File: src/rtl/nfc_defines.vh
`ifndef NFC_DEFINES_VH
`define NFC_DEFINES_VH

`define NFC_AW 24
`define NFC_DW 16
// Avalon word offsets of the controller registers
`define NFC_REG_CMD 3'h0
`define NFC_REG_ADDR 3'h1
`define NFC_REG_DATA 3'h2
`define NFC_REG_STAT 3'h3
`define NFC_REG_RDATA 3'h4
`define NFC_REG_SECT 3'h5
// Command codes written to the command register
`define NFC_OP_READ 4'h1
`define NFC_OP_PROG 4'h2
`define NFC_OP_SERASE 4'h3
`define NFC_OP_SADD 4'h4
`define NFC_OP_SUSP 4'h5
`define NFC_OP_RESUME 4'h6
`define NFC_OP_SWRST 4'h7
`define NFC_OP_HWRST 4'h8
// Flash command bytes and unlock pattern
`define NFC_UNL_A1 24'h000555
`define NFC_UNL_D1 16'h00AA
`define NFC_UNL_A2 24'h0002AA
`define NFC_UNL_D2 16'h0055
`define NFC_FL_PROG 16'h00A0
`define NFC_FL_ECFG 16'h0080
`define NFC_FL_SERASE 16'h0030
`define NFC_FL_SUSP 16'h00B0
`define NFC_FL_RESUME 16'h0030
`define NFC_FL_RESET 16'h00F0
// Status bit positions on the data bus
`define NFC_B_POLL 7
`define NFC_B_TOGGLE 6
`define NFC_B_TLIM 5
`define NFC_B_ETMR 3
`define NFC_B_ESTG 2
`define NFC_B_BABT 1
// Timing, ns at a 20 ns clock
`define NFC_CLK_NS 20
`define NFC_STROBE_NS 60
`define NFC_STROBE_CYC ((`NFC_STROBE_NS + `NFC_CLK_NS - 1) / `NFC_CLK_NS)
`define NFC_RP_NS 500
`define NFC_RP_CYC ((`NFC_RP_NS + `NFC_CLK_NS - 1) / `NFC_CLK_NS)
`define NFC_SUSP_NS 20000
`define NFC_SUSP_CYC ((`NFC_SUSP_NS + `NFC_CLK_NS - 1) / `NFC_CLK_NS)
`define NFC_CW 12

`endif

File: src/rtl/nfc_host.v
`include "nfc_defines.vh"

// Contract
// - Writes drive chip enable and write low with output enable high.
// - A suspended erase is restarted by an erase-resume command.
// - Time limit flag seen forces host to send a reset; the controller only sets the fail status bit and ends the poll.
// - Identification mode is left by hardware or software reset.
// - Program is two unlock cycles, A0H, then address and data.
// - Sector erase is issued as six write cycles.
module nfc_host (
    input wire sys_clk,
    input wire nrst,
    input wire [2:0] avs_address,
    input wire avs_read,
    input wire avs_write,
    input wire [31:0] avs_writedata,
    output reg [31:0] avs_readdata,
    output reg avs_waitrequest,
    output reg [`NFC_AW-1:0] fl_addr,
    input wire [`NFC_DW-1:0] fl_dq_in,
    output reg [`NFC_DW-1:0] fl_dq_out,
    output reg fl_dq_oe,
    output reg chip_enable_n,
    output reg write_strobe_n,
    output reg output_drive_n,
    output reg reset_n,
    input wire ready_busy_n
);
    localparam S_IDLE = 4'h0;
    localparam S_WSET = 4'h1;
    localparam S_WLOW = 4'h2;
    localparam S_WEND = 4'h3;
    localparam S_RSET = 4'h4;
    localparam S_RLOW = 4'h5;
    localparam S_RGAP = 4'h6;
    localparam S_HRST = 4'h7;
    localparam S_SWAIT = 4'h8;
    localparam S_DONE = 4'h9;
    // Integer counts cut to the timer width on purpose
    localparam integer STROBE_INT = `NFC_STROBE_CYC;
    localparam integer RP_INT = `NFC_RP_CYC;
    localparam integer SUSP_INT = `NFC_SUSP_CYC;
    localparam [`NFC_CW-1:0] STROBE_CNT = STROBE_INT[`NFC_CW-1:0];
    localparam [`NFC_CW-1:0] RP_CNT = RP_INT[`NFC_CW-1:0];
    localparam [`NFC_CW-1:0] SUSP_CNT = SUSP_INT[`NFC_CW-1:0];
    localparam [`NFC_DW-1:0] ONE_BIT = {{(`NFC_DW-1){1'b0}}, 1'b1};
    localparam [`NFC_DW-1:0] STAT_MASK = (ONE_BIT << `NFC_B_POLL) |
        (ONE_BIT << `NFC_B_TOGGLE) | (ONE_BIT << `NFC_B_TLIM) | (ONE_BIT << `NFC_B_ETMR) |
        (ONE_BIT << `NFC_B_ESTG) | (ONE_BIT << `NFC_B_BABT);

    reg [3:0] st_reg;
    reg [3:0] op_reg;
    reg [2:0] step_reg;
    reg [2:0] nsteps_reg;
    reg [`NFC_AW-1:0] addr_reg;
    reg [`NFC_DW-1:0] data_reg;
    reg [`NFC_DW-1:0] rdata_reg;
    reg [`NFC_DW-1:0] prev_reg;
    reg poll_reg;
    reg first_rd_reg;
    reg tlim_reg;
    reg busy_reg;
    reg fail_reg;
    reg ready_reg;
    reg [`NFC_DW-1:0] flags_reg;
    reg tload;
    reg [`NFC_CW-1:0] tcount;
    wire tdone;

    nfc_pulse_timer u_tmr (
        .sys_clk(sys_clk),
        .nrst(nrst),
        .load(tload),
        .count(tcount),
        .done_reg(tdone)
    );

    // Address and data of each bus cycle in a command sequence
    function [`NFC_AW+`NFC_DW-1:0] seq_word;
        input [3:0] op;
        input [2:0] step;
        input [`NFC_AW-1:0] a;
        input [`NFC_DW-1:0] d;
        begin
            seq_word = {a, d};
            case (op)
                `NFC_OP_PROG: begin
                    case (step)
                        3'h0: seq_word = {`NFC_UNL_A1, `NFC_UNL_D1};
                        3'h1: seq_word = {`NFC_UNL_A2, `NFC_UNL_D2};
                        3'h2: seq_word = {`NFC_UNL_A1, `NFC_FL_PROG};
                        default: seq_word = {a, d};
                    endcase
                end
                `NFC_OP_SERASE: begin
                    case (step)
                        3'h0: seq_word = {`NFC_UNL_A1, `NFC_UNL_D1};
                        3'h1: seq_word = {`NFC_UNL_A2, `NFC_UNL_D2};
                        3'h2: seq_word = {`NFC_UNL_A1, `NFC_FL_ECFG};
                        3'h3: seq_word = {`NFC_UNL_A1, `NFC_UNL_D1};
                        3'h4: seq_word = {`NFC_UNL_A2, `NFC_UNL_D2};
                        default: seq_word = {a, `NFC_FL_SERASE};
                    endcase
                end
                `NFC_OP_SADD: seq_word = {a, `NFC_FL_SERASE};
                `NFC_OP_SUSP: seq_word = {a, `NFC_FL_SUSP};
                `NFC_OP_RESUME: seq_word = {a, `NFC_FL_RESUME};
                `NFC_OP_SWRST: seq_word = {a, `NFC_FL_RESET};
                default: seq_word = {a, d};
            endcase
        end
    endfunction

    function [2:0] seq_len;
        input [3:0] op;
        begin
            case (op)
                `NFC_OP_PROG: seq_len = 3'h3;
                `NFC_OP_SERASE: seq_len = 3'h5;
                default: seq_len = 3'h0;
            endcase
        end
    endfunction

    function is_write_op;
        input [3:0] op;
        begin
            is_write_op = (op == `NFC_OP_PROG) || (op == `NFC_OP_SERASE) ||
                (op == `NFC_OP_SADD) || (op == `NFC_OP_SUSP) ||
                (op == `NFC_OP_RESUME) || (op == `NFC_OP_SWRST);
        end
    endfunction

    wire [`NFC_AW+`NFC_DW-1:0] cur_word = seq_word(op_reg, step_reg, addr_reg, data_reg);
    wire toggled = (fl_dq_in[`NFC_B_TOGGLE] != prev_reg[`NFC_B_TOGGLE]);
    wire bus_wr = avs_write && !avs_waitrequest;
    // Read data are registered in the wait state, so they stand at the accepting edge
    wire bus_rd = avs_read && avs_waitrequest;
    wire start_ok = bus_wr && (avs_address == `NFC_REG_CMD) && !busy_reg;

    always @* begin
        tload = 1'b0;
        tcount = {`NFC_CW{1'b0}};
        if (st_reg == S_IDLE && start_ok && avs_writedata[3:0] == `NFC_OP_HWRST) begin
            tload = 1'b1;
            tcount = RP_CNT;
        end else if ((st_reg == S_WSET || st_reg == S_RSET) && !first_rd_reg) begin
            tload = 1'b1;
            tcount = STROBE_CNT;
        end else if (st_reg == S_RSET && first_rd_reg) begin
            tload = 1'b1;
            tcount = STROBE_CNT;
        end else if (st_reg == S_WEND && op_reg == `NFC_OP_SUSP) begin
            tload = 1'b1;
            tcount = SUSP_CNT;
        end
    end

    always @(posedge sys_clk or negedge nrst) begin
        if (!nrst) begin
            st_reg <= S_IDLE;
            op_reg <= 4'h0;
            step_reg <= 3'h0;
            nsteps_reg <= 3'h0;
            addr_reg <= {`NFC_AW{1'b0}};
            data_reg <= {`NFC_DW{1'b0}};
            rdata_reg <= {`NFC_DW{1'b0}};
            prev_reg <= {`NFC_DW{1'b0}};
            poll_reg <= 1'b0;
            tlim_reg <= 1'b0;
            first_rd_reg <= 1'b0;
            busy_reg <= 1'b0;
            fail_reg <= 1'b0;
            ready_reg <= 1'b0;
            flags_reg <= {`NFC_DW{1'b0}};
            avs_readdata <= 32'h00000000;
            avs_waitrequest <= 1'b1;
            fl_addr <= {`NFC_AW{1'b0}};
            fl_dq_out <= {`NFC_DW{1'b0}};
            fl_dq_oe <= 1'b0;
            chip_enable_n <= 1'b1;
            write_strobe_n <= 1'b1;
            output_drive_n <= 1'b1;
            reset_n <= 1'b1;
        end else begin
            // One wait state per access; high again after the accepting edge
            if ((avs_read || avs_write) && avs_waitrequest) begin
                avs_waitrequest <= 1'b0;
            end else begin
                avs_waitrequest <= 1'b1;
            end
            ready_reg <= ready_busy_n;
            if (bus_wr) begin
                case (avs_address)
                    `NFC_REG_ADDR: addr_reg <= avs_writedata[`NFC_AW-1:0];
                    `NFC_REG_DATA: data_reg <= avs_writedata[`NFC_DW-1:0];
                    default: ;
                endcase
            end
            if (bus_rd) begin
                case (avs_address)
                    `NFC_REG_ADDR: avs_readdata <= {8'h00, addr_reg};
                    `NFC_REG_DATA: avs_readdata <= {16'h0000, data_reg};
                    `NFC_REG_STAT: avs_readdata <= {27'h0000000, ready_reg, fail_reg,
                        poll_reg, 1'b0, busy_reg};
                    `NFC_REG_RDATA: avs_readdata <= {16'h0000, rdata_reg};
                    `NFC_REG_SECT: avs_readdata <= {16'h0000, flags_reg};
                    default: avs_readdata <= 32'h00000000;
                endcase
            end
            case (st_reg)
                S_IDLE: begin
                    if (start_ok) begin
                        op_reg <= avs_writedata[3:0];
                        poll_reg <= avs_writedata[4];
                        step_reg <= 3'h0;
                        nsteps_reg <= seq_len(avs_writedata[3:0]);
                        fail_reg <= 1'b0;
                        busy_reg <= 1'b1;
                        tlim_reg <= 1'b0;
                        if (avs_writedata[3:0] == `NFC_OP_HWRST) begin
                            reset_n <= 1'b0;
                            st_reg <= S_HRST;
                        end else if (is_write_op(avs_writedata[3:0])) begin
                            st_reg <= S_WSET;
                        end else begin
                            first_rd_reg <= 1'b0;
                            st_reg <= S_RSET;
                        end
                    end
                end
                S_WSET: begin
                    // Address and data are driven on the same edge as the strobe falls
                    fl_addr <= cur_word[`NFC_AW+`NFC_DW-1:`NFC_DW];
                    fl_dq_out <= cur_word[`NFC_DW-1:0];
                    fl_dq_oe <= 1'b1;
                    output_drive_n <= 1'b1;
                    chip_enable_n <= 1'b0;
                    write_strobe_n <= 1'b0;
                    st_reg <= S_WLOW;
                end
                S_WLOW: begin
                    if (tdone) begin
                        write_strobe_n <= 1'b1;
                        chip_enable_n <= 1'b1;
                        st_reg <= S_WEND;
                    end
                end
                S_WEND: begin
                    fl_dq_oe <= 1'b0;
                    if (step_reg != nsteps_reg) begin
                        step_reg <= step_reg + 3'h1;
                        st_reg <= S_WSET;
                    end else if (op_reg == `NFC_OP_SUSP) begin
                        st_reg <= S_SWAIT;
                    end else if (poll_reg) begin
                        // Polling follows the final cycle directly
                        first_rd_reg <= 1'b1;
                        st_reg <= S_RSET;
                    end else begin
                        st_reg <= S_DONE;
                    end
                end
                S_SWAIT: begin
                    if (tdone) begin
                        st_reg <= S_DONE;
                    end
                end
                S_RSET: begin
                    fl_addr <= addr_reg;
                    fl_dq_oe <= 1'b0;
                    chip_enable_n <= 1'b0;
                    output_drive_n <= 1'b0;
                    st_reg <= S_RLOW;
                end
                S_RLOW: begin
                    if (tdone) begin
                        rdata_reg <= fl_dq_in;
                        prev_reg <= fl_dq_in;
                        flags_reg <= fl_dq_in & STAT_MASK;
                        chip_enable_n <= 1'b1;
                        output_drive_n <= 1'b1;
                        if (!poll_reg) begin
                            st_reg <= S_DONE;
                        end else if (first_rd_reg) begin
                            first_rd_reg <= 1'b0;
                            st_reg <= S_RGAP;
                        end else if (!toggled) begin
                            // Toggle stopped: operation ended or aborted
                            st_reg <= S_DONE;
                        end else if (fl_dq_in[`NFC_B_TLIM] && tlim_reg) begin
                            // Two toggling reads with the flag, not a first array word
                            fail_reg <= 1'b1;
                            st_reg <= S_DONE;
                        end else begin
                            tlim_reg <= fl_dq_in[`NFC_B_TLIM];
                            st_reg <= S_RGAP;
                        end
                    end
                end
                S_RGAP: begin
                    st_reg <= S_RSET;
                end
                S_HRST: begin
                    if (tdone) begin
                        reset_n <= 1'b1;
                        st_reg <= S_DONE;
                    end
                end
                S_DONE: begin
                    busy_reg <= 1'b0;
                    st_reg <= S_IDLE;
                end
                default: st_reg <= S_IDLE;
            endcase
        end
    end
endmodule // nfc_host

File: src/rtl/nfc_pulse_timer.v
`include "nfc_defines.vh"

module nfc_pulse_timer (
    input wire sys_clk,
    input wire nrst,
    input wire load,
    input wire [`NFC_CW-1:0] count,
    output reg done_reg
);
    reg [`NFC_CW-1:0] cnt_reg;

    always @(posedge sys_clk or negedge nrst) begin
        if (!nrst) begin
            cnt_reg <= {`NFC_CW{1'b0}};
            done_reg <= 1'b0;
        end else if (load) begin
            cnt_reg <= count;
            done_reg <= 1'b0;
        end else if (cnt_reg != {`NFC_CW{1'b0}}) begin
            cnt_reg <= cnt_reg - 1'b1;
            done_reg <= (cnt_reg == {{(`NFC_CW-1){1'b0}}, 1'b1});
        end else begin
            done_reg <= 1'b0;
        end
    end
endmodule // nfc_pulse_timer

File: config.mk
export PLATFORM = sky130hd
export DESIGN_NAME = nfc_host
export DESIGN_NICKNAME = d
export VERILOG_FILES = /design/src/rtl/nfc_host.v /design/src/rtl/nfc_pulse_timer.v
export VERILOG_INCLUDE_DIRS = /design/src /design/src/rtl
export SDC_FILE = /design/constraint.sdc
export NUM_CORES = 1
export LEC_CHECK = 0
export ABC_AREA = 1
export BUFFER_PORTS_ARGS = -buffer_cell sky130_fd_sc_hd__buf_2
export CAP_MARGIN = 20
export CORE_ASPECT_RATIO = 0.5
export CORE_MARGIN = 2
export CORE_UTILIZATION = 45
export CTS_CLUSTER_SIZE = 25
export DETAILED_ROUTE_END_ITERATION = 10
export PLACE_DENSITY = 0.66
export SYNTH_ARGS = -nofsm -noshare
export SYNTH_HDL_FRONTEND = slang
export SYNTH_SLANG_ARGS = --single-unit
File: constraint.sdc
create_clock -name sys_clk -period 2.3 [get_ports sys_clk]
set_input_delay 0.115 -clock sys_clk [delete_from_list [all_inputs] [get_ports sys_clk]]
set_output_delay 0.115 -clock sys_clk [all_outputs]
set_load 0.02 [all_outputs]
; Yosys cells after proc, flatten, opt, wreduce, memory -nomap -nowiden
; Index checks and enable logic that the tools add are counted.
; W data, S select, Z words.
[op_classes]
add_sub_neg = 2
mul = 0
n_div = 0
n_lt_le_gt_ge = 0
n_eq_ne = 52
shift = 0
muxes = 68
bitwise = 0
reduce_logical = 57
[ops]
columns = operator, n
row1 = $pmux W40 S3, 2
row2 = $pmux W40 S5, 1
row3 = $pmux W24 S5, 1
row4 = $eq A4 B3 Y1 const B, 12
row5 = $pmux W24 S2, 1
row6 = $mux W4, 11
row7 = $mux W10, 4
row8 = $pmux W4 S8, 1
row9 = $mux W1, 30
row10 = $eq A4 B2 Y1 const B, 6
row11 = $mux W12, 2
row12 = $ne A2 B2 Y1 const B, 11
row13 = $reduce_bool A2 Y1, 9
row14 = $reduce_and A2 Y1, 8
row15 = $ne A2 B1 Y1 const B, 7
row16 = $pmux W1 S2, 7
row17 = $reduce_and A7 Y1, 2
row18 = $reduce_or A2 Y1, 7
row19 = $eq A12 B1 Y1 const B, 1
row20 = $eq A3 B2 Y1 const B, 4
row21 = $eq A4 B4 Y1 const B, 3
row22 = $mux W3, 4
row23 = $pmux W3 S2, 2
row24 = $reduce_bool A12 Y1, 1
row25 = 17 further kinds, 42
[word_totals]
regBits = 173
latchBits = 0
ram_bits = 0
rom_bits = 0
input_bits = 56
output_inout_bits = 78
memories = 0

; Logic depth before layout (Yosys ltp)
; Gate-level depths: netlist of run 1.
[logic_depth]
ltp_word = 10
mapped_depth = 12
depth_no_buf = 12

; Cells and area by module
; From an unflattened synthesis of run 1, not the netlist that was laid out.
[unflattened]
cells_unflattened = 973
area_unflattened_um2 = 7766.2
[modules_own_cells]
columns = mod, n_inst, cells_each, area_each_um2, seq_area_each_um2
row1 = nfc_host, 1, 837, 6814.0, 3659.8
row2 = nfc_pulse_timer, 1, 136, 952.2, 325.3

; Worst setup path before layout of run 1
; OpenSTA, ideal clock, no wires.
[synth_path]
path_type = register to register
startpoint = reg step_reg[0]
endpoint = reg fl_addr[1]
arrival_ns = 1.513
setup_slack_ns = 0.655
path_stages_with_launch = 9
n_path_buf = 0
path_cell_list = dfrtp_1 -> inv_1 -> ha_1 -> o21ai_0 -> nand2_1 -> nand2_1 -> nand2_1 -> a21oi_1 -> a21oi_1
[synth_via]
elab_chain_cells = 5
word_cells_on_any_way = 11
cone_classes = 4 x eq/ne / 4 x mux / 3 x reduce/logical
[synth_rtl]
columns = item, line_no
row1 = from (decl), nfc_host.v:53  ; reg [2:0] step_reg;
row2 = from (signal assigned), nfc_host.v:252  ; step_reg <= step_reg + 3'h1;
row3 = $eq A3 B3 Y1 (tied with other cells), nfc_host.v:96  ; case (step)
row4 = $reduce_or A2 Y1 (no source line), -
row5 = $pmux W40 S3, nfc_host.v:96
row6 = $pmux W40 S5 *, nfc_host.v:86  ; case (op)
row7 = $pmux W24 S2 *, nfc_host.v:211  ; case (st_reg)
row8 = to (signal assigned), nfc_host.v:178  ; fl_addr <= {`NFC_AW{1'b0}};
row9 = to (signal assigned), nfc_host.v:234  ; fl_addr <= cur_word[`NFC_AW+`NFC_DW-1:`NFC_DW];
row10 = to (signal assigned), nfc_host.v:270  ; fl_addr <= addr_reg;
row11 = to (decl), nfc_host.v:19  ; output reg [`NFC_AW-1:0] fl_addr,
; Every way passes the cells marked *; elsewhere a longest branch is shown, timed or not.
; A chain may end at the register's enable or synchronous reset.

; Final worst setup path of run 1
[layout_path]
startpoint = reg step_reg[0]
endpoint = reg fl_addr[3]
; Same word-level chain as after synthesis.

==> impl_metrics.py, run 1 <==
metrics = {
    "setup_path": {
        "worst-path-buf-inv": 1,
        "crit_slowest_cell": "dfrtp_1",
        "critical_path_class": "flop to flop",
        "crit_arrival_ns": 2.31,
        "crit_chain": "inv_1, ha_1, o21ai_0, nand2_1, nand2_1, nand2_1, a21oi_1, a21oi_1",
        "worstSetupEndpointType": "flop",
        "slowest_delay_ns": 0.43,
        "path_max_fanout": 5,
        "critical_path.most_common_cell": "nand2_1",
        "crit_family": "compound AO/OA/AOI/OAI gates",
        "worstPathRequired_ns": 2.59,
        "cp-start-kind": "flop",
    },
    "synth": {
        "synth_seq_cells": 159,
        "synth-edff-count": 0,
        "syn-cell-area_mm2": 0.00761,
        "synth_top_cell_by_area": "dfrtp_1",
        "yosysWarnings": 0,
        "yosysSeqAreaShare_pct": 52.4,
        "synth_cell_types": 39,
        "synthDominantCellAreaShare_pct": 50.6,
        "synth_ff_type": "dfrtp_1",
        "synth_area_leaders": "dfrtp_1 51%, nand2_1 14%, o21ai_0 5.1%, inv_1 3.9%, nor2_1 3.7%",
        "synthCells": 929,
        "synthArstFlopShare_pct": 100,
        "synth.avg_cell_area_um2": 8.19,
    },
    "finish": {
        "final_common_cell": "nand2_1",
        "layout.cells.non_filler": 1330,
        "syn_to_final_growth_pct": 23.7,
        "antennaDiodeCount": 0,
        "mostFrequentLayoutCells": "292 x nand2_1, 154 x dfrtp_1, 116 x buf_2",
        "drive_gt1_share_pct": 19.4,
        "fin_nets": 1153,
    },
    "outcome": {
        "status": "finished clean",
    },
    "placement": {
        "place_ws_ns": 0.274,
        "dpl.hpwl_mm": 14.4,
        "gp_congestion": 0.893,
        "port_buffers": 117,
        "dpl.cell_count": 1258,
    },
    "die": {
        "placementRows": 33,
        "die_height_um": 96.0,
        "die_area_mm2": 0.0180,
        "core_mm2": 0.0165,
        "die_width_um": 188,
        "floorplan.initialDensity_pct": 46.2,
        "io-pin-count": 134,
    },
    "clock_network": {
        "cts_root_buf": "clkbuf_16",
        "cts_num_sinks": 159,
        "tritoncts": "built",
        "postCtsSetupBuffers": 0,
        "insertion_delay_ns": 0.43,
        "clk_pin_slew_ns": 0.07,
        "cts_buffers": 17,
        "ctsResizeCount": 0,
        "h-tree-depth": 4,
        "clockBufferDepth": 2,
    },
    "sta": {
        "hold_ws_ns": 0.0134,
        "fin_ws_ns": 0.282,
        "fmax_mhz": 496,
        "worst_pin_slew_ns": 0.699,
        "rsz0062_at_grt": "no",
        "report.final.slew_viol_count": 0,
        "finalCriticalPeriod_ns": 2.02,
        "hold_viol_final": 0,
        "relSlewSlack_pct": 53.4,
        "setup_violations": 0,
        "fin_setup_tns_ns": 0,
        "fin_skew_ns": 0.0103,
        "final.period_utilization_pct": 87.7,
    },
    "grt": {
        "grt_use_met2_pct": 39.9,
        "grt_max_degree": 75,
        "grtUsageTotal_pct": 23.1,
        "antenna_found_initial": 0,
        "grt_pass1_vias": 6552,
        "grt.busiest_layer": "met2",
        "met3_usage_pct": 5.32,
        "grt_overflow": 0,
        "grtUsageMet1_pct": 30.0,
        "grt_pass1_wl_mm": 32.5,
    },
    "power": {
        "power_frac_seq_pct": 48.6,
        "switching_share_pct": 27.7,
        "power_frac_comb_pct": 10.2,
        "clkPwrFrac_pct": 41.2,
        "peakVddDrop_mv": 0.537,
        "p_per_area_mw_per_mm2": 718,
        "power.leakage_nw": 4.97,
        "p_int_w": 0.00488,
        "p_sw_w": 0.00187,
    },
    "detailed_routing": {
        "totalWireLength_mm": 19.9,
        "wl_per_cell_um": 14.9,
        "dr.first_iter.drc_count": 385,
        "drtAntennaViolNets": 0,
        "drcViolationCount": 0,
        "vias": 6686,
        "first_pass_iters": 5,
        "viasPerCell": 5.03,
    },
    "run": {
        "max_cap_violations": 0,
    },
    "worst_hold_path": {
        "min_path_type": "primary input to flop",
    },
}
[kinds of logic after synthesis]
logic type	after synthesis	share of synthesized area, %
compound gates	165	11.6
xor+xnor	8	0.921
fa+ha+maj	7	1.15
buf+inv	123	6.97
flops	159	52.4
mux	18	2.66
other cells	1	0.0493
simple gates	448	24.2
[Yosys cell counts, drive strengths merged (4+ instances only)]
cell,number
mux2,18
clkbuf,11
a21oi,52
dfstp,5
nand2,298
nor2,84
dfrtp,154
o21ai,100
ha,7
xnor2,7
nand3,52
inv,86
buf,26
nor3,4
nand4,7
[per-layer routing]
metal / wire [um] / up-vias / share of wire (%)
met5: 0 / - / 0
met4: 199 / 0 / 1.0
met3: 936 / 21 / 4.7
met2: 9460 / 166 / 48
met1: 9280 / 3213 / 47
li1: - / 3286 / -
[power groups by stage]
stage          logic, W  clock network (W)  registers [W]
2_1_floorplan  0.000337                  0        0.00330
3_3_place_gp   0.000627                  0        0.00333
3_5_place_dp   0.000643                  0        0.00334
4_1_cts        0.000701            0.00283        0.00329
5_1_grt        0.000786            0.00296        0.00331
6_report       0.000691            0.00278        0.00328
[stage by stage]
step	instance area [um2]	power [W]	utilization [%]
after floorplan	7640	0.00364	-
after global placement	8440	0.00396	51.2
after detailed placement	8440	0.00398	51.2
after CTS	9410	0.00682	57.1
after global routing	9410	0.00706	57.1
final	9410	0.00675	57.1
[repair_timing]
item | CTS | global route
endpoints found under the hold margin | 118 | 0
endpoints found under the setup margin | 0 | 0
hold buffers | 40 | 0
[final timing paths]
check	from	endpoint	slack, ns	cells past startpoint
max in group asynchronous	nrst	write_strobe_n	1.22	3
max reg2reg	step_reg[0]	fl_addr[3]	0.28	8
min reg2reg	fl_dq_out[5]	fl_dq_out[5]	0.48	2
min in group asynchronous	nrst	fl_addr[11]	0.28	2
min	avs_writedata[1]	nsteps_reg[0]	0.01	3
max	step_reg[0]	fl_addr[3]	0.28	8
[worst register-to-register path, stage by stage, from the launching register on]
cell	delay, ns
dfrtp_1	0.43
inv_1	0.12
ha_1	0.27
o21ai_0	0.23
nand2_1	0.10
nand2_1	0.09
nand2_1	0.07
a21oi_1	0.43
a21oi_1	0.14
[layout make-up]
| type | count | area [um2] |
|---|---|---|
| Timing Repair Buffer | 172 | 1130 |
| Tap cell | 227 | 284 |
| Fill cell | 1493 | 7060 |
| Clock buffer | 19 | 443 |
| Clock inverter | 13 | 126 |
| Multi-Input combinational cell | 654 | 3120 |
| Inverter | 86 | 323 |
| Sequential cell | 159 | 3990 |
(Power assumes the default switching activity.)
==> run 2: changes to the inputs <==
--- a/config.mk
+++ b/config.mk
@@ -10,11 +10,13 @@
 export BUFFER_PORTS_ARGS = -buffer_cell sky130_fd_sc_hd__buf_2
 export CAP_MARGIN = 20
 export CORE_ASPECT_RATIO = 0.5
-export CORE_MARGIN = 2
+export CORE_MARGIN = 3
 export CORE_UTILIZATION = 45
 export CTS_CLUSTER_SIZE = 25
 export DETAILED_ROUTE_END_ITERATION = 10
+export HOLD_SLACK_MARGIN = 0.02
 export PLACE_DENSITY = 0.66
 export SYNTH_ARGS = -nofsm -noshare
 export SYNTH_HDL_FRONTEND = slang
+export SYNTH_HIERARCHICAL = 1
 export SYNTH_SLANG_ARGS = --single-unit
==> run 2 against run 1 <==
- worst hold slack better by 0.026 ns
- register-to-register slack worse by 0.05 ns
- die area up 5.2%
- largest cell class unchanged
- sequential power up 6.1%
- wire length up 3.3%
- flip-flop and latch count unchanged
- power up 14%
- critical path type unchanged
- non-clock buffer count up 5
- sequential share of layout area down 0.99 points
- clock-buffer cell count up 2
- final cell count up 3.8%
- combinational power up 95%
==> impl_metrics.py, run 2 <==
metrics = {
    "synth": {
        "synth_cell_types": 44,
        "synthCells": 973,
        "synth-edff-count": 0,
        "synth_ff_type": "dfrtp_1",
        "synthTopCellsByCount": "302 x nand2_1, 154 x dfrtp_1, 99 x inv_1, 92 x o21ai_0, 79 x nor2_1",
        "synthDominantCellAreaShare_pct": 49.6,
        "synth_top_cell_by_area": "dfrtp_1",
        "yosysWarnings": 6,
        "synth_area_leaders": "dfrtp_1 50%, nand2_1 15%, o21ai_0 5.9%, inv_1 4.8%, nand3_1 3.9%",
        "synth.avg_cell_area_um2": 7.98,
        "synth_seq_cells": 159,
        "syn-cell-area_mm2": 0.00777,
        "yosysMostFrequentCell": "nand2_1",
        "synthArstFlopShare_pct": 100,
        "yosysSeqAreaShare_pct": 51.3,
    },
    "sta": {
        "fin_skew_ns": 0.00992,
        "setup_violations": 0,
        "hold_viol_final": 0,
        "final.period_utilization_pct": 89.8,
        "rsz0062_at_grt": "no",
        "worst_pin_slew_ns": 0.667,
        "fin_setup_tns_ns": 0,
        "fmax_mhz": 484,
        "finalCriticalPeriod_ns": 2.07,
        "report.final.slew_viol_count": 0,
        "relSlewSlack_pct": 55.5,
    },
    "clock_network": {
        "postCtsSetupBuffers": 0,
        "h-tree-depth": 4,
        "cts_buffers": 17,
        "cts_num_sinks": 159,
        "clk_pin_slew_ns": 0.06,
        "clockBufferDepth": 2,
        "cts_root_buf": "clkbuf_16",
        "tritoncts": "built",
        "insertion_delay_ns": 0.43,
    },
    "detailed_routing": {
        "drtAntennaViolNets": 0,
        "vias": 6900,
        "first_pass_iters": 5,
        "totalWireLength_mm": 20.5,
        "drcViolationCount": 0,
        "dr.first_iter.drc_count": 463,
        "viasPerCell": 5.00,
        "wl_per_cell_um": 14.9,
    },
    "grt": {
        "grtUsageTotal_pct": 22.7,
        "grt_pass1_wl_mm": 33.4,
        "grt_overflow": 0,
        "grt_max_degree": 68,
        "antenna_found_initial": 0,
        "grt_pass1_vias": 6738,
    },
    "setup_path": {
        "r2r-start": "avs_waitrequest",
        "worstPathRequired_ns": 2.62,
        "path_max_fanout": 20,
        "regToRegEndpoint": "u_tmr/cnt_reg[7]",
        "crit_end": "u_tmr/cnt_reg[7]",
        "cp-start-kind": "flop",
        "startpoint": "avs_waitrequest",
        "rrSetupSlack_ns": 0.23,
        "r2r_cells": 12,
        "worstSetupEndpointType": "flop",
        "crit_arrival_ns": 2.38,
        "critical_path_class": "flop to flop",
    },
    "die": {
        "floorplan.initialDensity_pct": 46.7,
        "placementRows": 33,
        "die_height_um": 98.9,
        "die_width_um": 192,
        "core_mm2": 0.0166,
        "die_area_mm2": 0.0190,
        "io-pin-count": 134,
    },
    "power": {
        "switching_share_pct": 29.6,
        "p_sw_w": 0.00228,
        "peakVddDrop_mv": 0.604,
        "power.leakage_nw": 5.25,
        "power_frac_seq_pct": 45.1,
        "p_int_w": 0.00544,
        "power_frac_comb_pct": 17.5,
        "p_per_area_mw_per_mm2": 801,
        "clkPwrFrac_pct": 37.3,
    },
    "placement": {
        "port_buffers": 117,
        "gp_congestion": 0.898,
        "dpl.hpwl_mm": 15.0,
        "place_area_mm2": 0.00863,
    },
    "finish": {
        "design_area_mm2": 0.00964,
        "mostFrequentLayoutCells": "302 x nand2_1, 154 x dfrtp_1, 116 x buf_2",
        "antennaDiodeCount": 0,
        "drive_gt1_share_pct": 18.5,
        "fillers": 1584,
        "fin_nets": 1208,
        "final_common_cell": "nand2_1",
        "syn_to_final_growth_pct": 24.1,
    },
    "worst_hold_path": {
        "min_path_type": "primary input to flop",
        "hold_depth": 3,
    },
    "outcome": {
        "status": "finished clean",
    },
    "run": {
        "max_cap_violations": 0,
    },
}
## run 2: final cells by class
type / count / area, um2 / area share [%]
Sequential cell: 159 / 3990 / 41.3
Multi-Input combinational cell: 676 / 3180 / 33.0
Timing Repair Buffer: 177 / 1170 / 12.1
Clock buffer: 21 / 460 / 4.78
Inverter: 113 / 424 / 4.40
Tap cell: 227 / 284 / 2.95
Clock inverter: 8 / 133 / 1.38
## run 2: power by group through the flow
stage / Clock [W] / Sequential [W] / Combinational (W)
final: 0.00288 / 0.00348 / 0.00135
after CTS: 0.00294 / 0.00349 / 0.00136
after global routing: 0.00308 / 0.00354 / 0.00155
after floorplan: 0 / 0.00350 / 0.000866
after global placement: 0 / 0.00353 / 0.00126
after detailed placement: 0 / 0.00353 / 0.00130
## run 2: cell families after synthesis
family,count (synthesis),share of synthesized area (%)
multiplexers,10,1.45
flip-flops,159,51.3
XOR/XNOR,2,0.226
adder cells (fa/ha/maj),8,1.29
AO/OA/AOI/OAI,169,11.4
AND/OR/NAND/NOR,476,26.1
other,1,0.0483
buffers and inverters,148,8.20
## run 2: worst min-delay path by stage
stage	endpoint	startpoint	slack (ns)
2_1_floorplan	addr_reg[0]	nrst	-0.18
3_3_place_gp	prev_reg[12]	nrst	0.16
3_5_place_dp	prev_reg[12]	nrst	0.16
4_1_cts	nsteps_reg[1]	avs_writedata[1]	0.03
5_1_grt	nsteps_reg[1]	avs_writedata[1]	0.04
6_report	nsteps_reg[1]	avs_writedata[1]	0.04
## run 2: per-stage QoR
step	total power [W]	util (%)	cells	setup WS, ns	hold slack [ns]
after floorplan	0.00436	-	983	0.224	-0.181
after global placement	0.00478	51.9	1311	0.282	0.158
after detailed placement	0.00483	51.9	1311	0.253	0.163
after CTS	0.00779	57.9	1381	0.237	0.0261
after global routing	0.00816	57.9	1381	0.0516	0.0406
final	0.00772	57.9	1381	0.235	0.0390
## run 2: what timing repair did
item,in CTS,in global routing
resized for setup,0,0
endpoints found under the hold margin,114,0
hold buffers,41,0
## run 2: critical path, stage by stage (launching register included)
cell and delay, ns:
dfstp_2 0.55, nor2_1 0.06, buf_4 0.15, nand4_1 0.15, inv_1 0.08, nand2_1 0.13
nand3_1 0.13, inv_2 0.26, nand3_1 0.13, nor2_2 0.16, nor2_1 0.06, nand2_1 0.05
inv_1 0.04
## run 2: metal layers
layer	GRT usage [%]	vias up	wire length, um	part of all wire, %
met1	30.4	3288	9460	46
met4	6.03	0	320	1.6
met2	36.9	173	9550	47
li1	-	3411	-	-
met3	5.79	28	1210	5.9
met5	0	-	0	0
==> run 3: changes to the inputs <==
--- a/config.mk
+++ b/config.mk
@@ -15,6 +15,7 @@
 export CTS_CLUSTER_SIZE = 25
 export DETAILED_ROUTE_END_ITERATION = 10
 export HOLD_SLACK_MARGIN = 0.02
+export MAX_ROUTING_LAYER = met4
 export PLACE_DENSITY = 0.66
 export SYNTH_ARGS = -nofsm -noshare
 export SYNTH_HDL_FRONTEND = slang
==> run 3 against run 2 <==
- register-to-register slack got worse by 0.03 ns
- fmax decreased by 1.6%
- critical path depth unchanged
- wire length increased by 1.7%
- final cell count increased by 0.22%
- non-clock buffer count unchanged
- clock skew decreased by 0.00051 ns
- cell area decreased by 0.14%
- flip-flop and latch count unchanged
- first-iteration DRC count increased by 3.5%
- clock-buffer cell count decreased by 1
- worst hold slack got worse by 0.0048 ns
- critical endpoint is now u_tmr/cnt_reg[5]
==> impl_metrics.py, run 3 (same netlist as run 2, synthesis figures left out) <==
metrics = {
    "die": {
        "die_area_mm2": 0.0190,
        "die_height_um": 98.9,
        "core_mm2": 0.0166,
        "io-pin-count": 134,
        "die_width_um": 192,
        "placementRows": 33,
        "floorplan.initialDensity_pct": 46.7,
    },
    "power": {
        "peakVddDrop_mv": 0.542,
        "p_per_area_mw_per_mm2": 795,
        "power.leakage_nw": 5.24,
    },
    "sta": {
        "report.final.slew_viol_count": 0,
        "final.period_utilization_pct": 91.3,
        "fin_setup_tns_ns": 0,
        "setup_violations": 0,
        "fmax_mhz": 476,
        "fin_ws_ns": 0.201,
        "finalCriticalPeriod_ns": 2.10,
        "hold_viol_final": 0,
        "rsz0062_at_grt": "no",
        "hold_ws_ns": 0.0341,
        "fin_skew_ns": 0.00941,
    },
    "detailed_routing": {
        "totalWireLength_mm": 20.9,
        "vias": 6978,
        "wl_per_cell_um": 15.1,
        "viasPerCell": 5.04,
        "dr.first_iter.drc_count": 479,
        "drcViolationCount": 0,
        "first_pass_iters": 5,
        "drtAntennaViolNets": 0,
    },
    "grt": {
        "grt_pass1_vias": 6944,
        "grt_max_degree": 67,
        "grt.busiest_layer": "met2",
        "met3_usage_pct": 5.40,
        "grt_use_met2_pct": 37.3,
        "grt_overflow": 0,
        "grtUsageTotal_pct": 23.8,
        "grtUsageMet1_pct": 31.2,
        "grt_pass1_wl_mm": 34.4,
        "antenna_found_initial": 0,
    },
    "setup_path": {
        "cp-start-kind": "flop",
        "crit_slowest_cell": "dfstp_2",
        "worstPathRequired_ns": 2.62,
        "critical_path_class": "flop to flop",
        "path_max_fanout": 20,
        "slowest_delay_ns": 0.55,
        "worstSetupEndpointType": "flop",
        "crit_chain": "nor2_1, buf_4, nand4_1, inv_1, nand2_1, nand3_1, inv_2, nand3_1, nor2_2, nor2_1, nand2_1, inv_1",
        "crit_arrival_ns": 2.42,
    },
    "finish": {
        "fillers": 1526,
        "multi_input_area_mm2": 0.00318,
        "design_area_mm2": 0.00962,
        "antennaDiodeCount": 0,
        "final_util_pct": 57.8,
        "final_common_cell": "nand2_1",
        "syn_to_final_growth_pct": 23.9,
        "fin_nets": 1208,
        "drive_gt1_share_pct": 18.9,
        "seqCellArea_mm2": 0.00399,
        "mostFrequentLayoutCells": "302 x nand2_1, 154 x dfrtp_1, 116 x buf_2",
    },
    "placement": {
        "gp_congestion": 0.893,
        "place_ws_ns": 0.216,
        "port_buffers": 117,
        "dpl.hpwl_mm": 15.1,
        "place_area_mm2": 0.00862,
    },
    "run": {
        "max_cap_violations": 0,
    },
    "clock_network": {
        "insertion_delay_ns": 0.43,
        "cts_root_buf": "clkbuf_16",
        "clk_pin_slew_ns": 0.07,
        "h-tree-depth": 4,
        "tritoncts": "built",
        "cts_buffers": 17,
        "cts_num_sinks": 159,
        "clockBufferDepth": 2,
    },
    "outcome": {
        "status": "finished clean",
    },
    "worst_hold_path": {
        "min_path_type": "primary input to flop",
    },
}
## run 3: timing repair
item | in CTS | in global routing
hold buffers | 41 | 0
endpoints found under the hold margin | 151 | 0
buffers inserted | 0 | 0
resized for setup | 0 | 0
## run 3: cell type report
| type | count | area share, % |
|---|---|---|
| Sequential cell | 159 | 41.4 |
| Multi-Input combinational cell | 676 | 33.1 |
| Timing Repair Buffer | 177 | 12.0 |
| Clock buffer | 20 | 4.85 |
| Inverter | 113 | 4.41 |
| Tap cell | 227 | 2.95 |
| Clock inverter | 12 | 1.30 |
## run 3: worst max-delay path: cells and delay by family (launching register included)
| kind | cells | cell delay (ns) |
|---|---|---|
| and+or+nand+nor | 8 | 0.91 |
| DFF | 1 | 0.55 |
| buffers and inverters | 4 | 0.53 |
## run 3: layer usage
layer / up-vias / part of all wire [%] / wire, um
met5: - / 0 / 0
met1: 3323 / 46 / 9530
met4: 0 / 1.8 / 383
met2: 197 / 46 / 9710
met3: 37 / 6.0 / 1260
li1: 3421 / - / -
## run 3: path summary, 6_finish.rpt
check	start	endpoint	slack, ns	depth (start not counted)
hold / removal	avs_writedata[3]	nsteps_reg[1]	0.03	4
min in group asynchronous	nrst	fl_dq_out[11]	0.15	2
max in group asynchronous	nrst	reset_n	1.39	3
setup / recovery	avs_waitrequest	u_tmr/cnt_reg[5]	0.20	12
setup reg to reg	avs_waitrequest	u_tmr/cnt_reg[5]	0.20	12
hold reg to reg	fl_addr[14]	fl_addr[14]	0.47	2
## run 3: where the power goes
group / internal, W / switching, W / leakage [nW]
clock network: 0.00160 / 0.00122 / 0.281
logic: 0.000518 / 0.000823 / 2.92
registers: 0.00316 / 0.000328 / 2.04
total: 0.00528 / 0.00237 / 5.24
## run 3: stage by stage
stage               std cells  total power [W]
floorplan                 983          0.00436
global placement         1311          0.00478
detailed placement       1311          0.00482
CTS                      1384          0.00770
global route             1384          0.00808
finish                   1384          0.00765
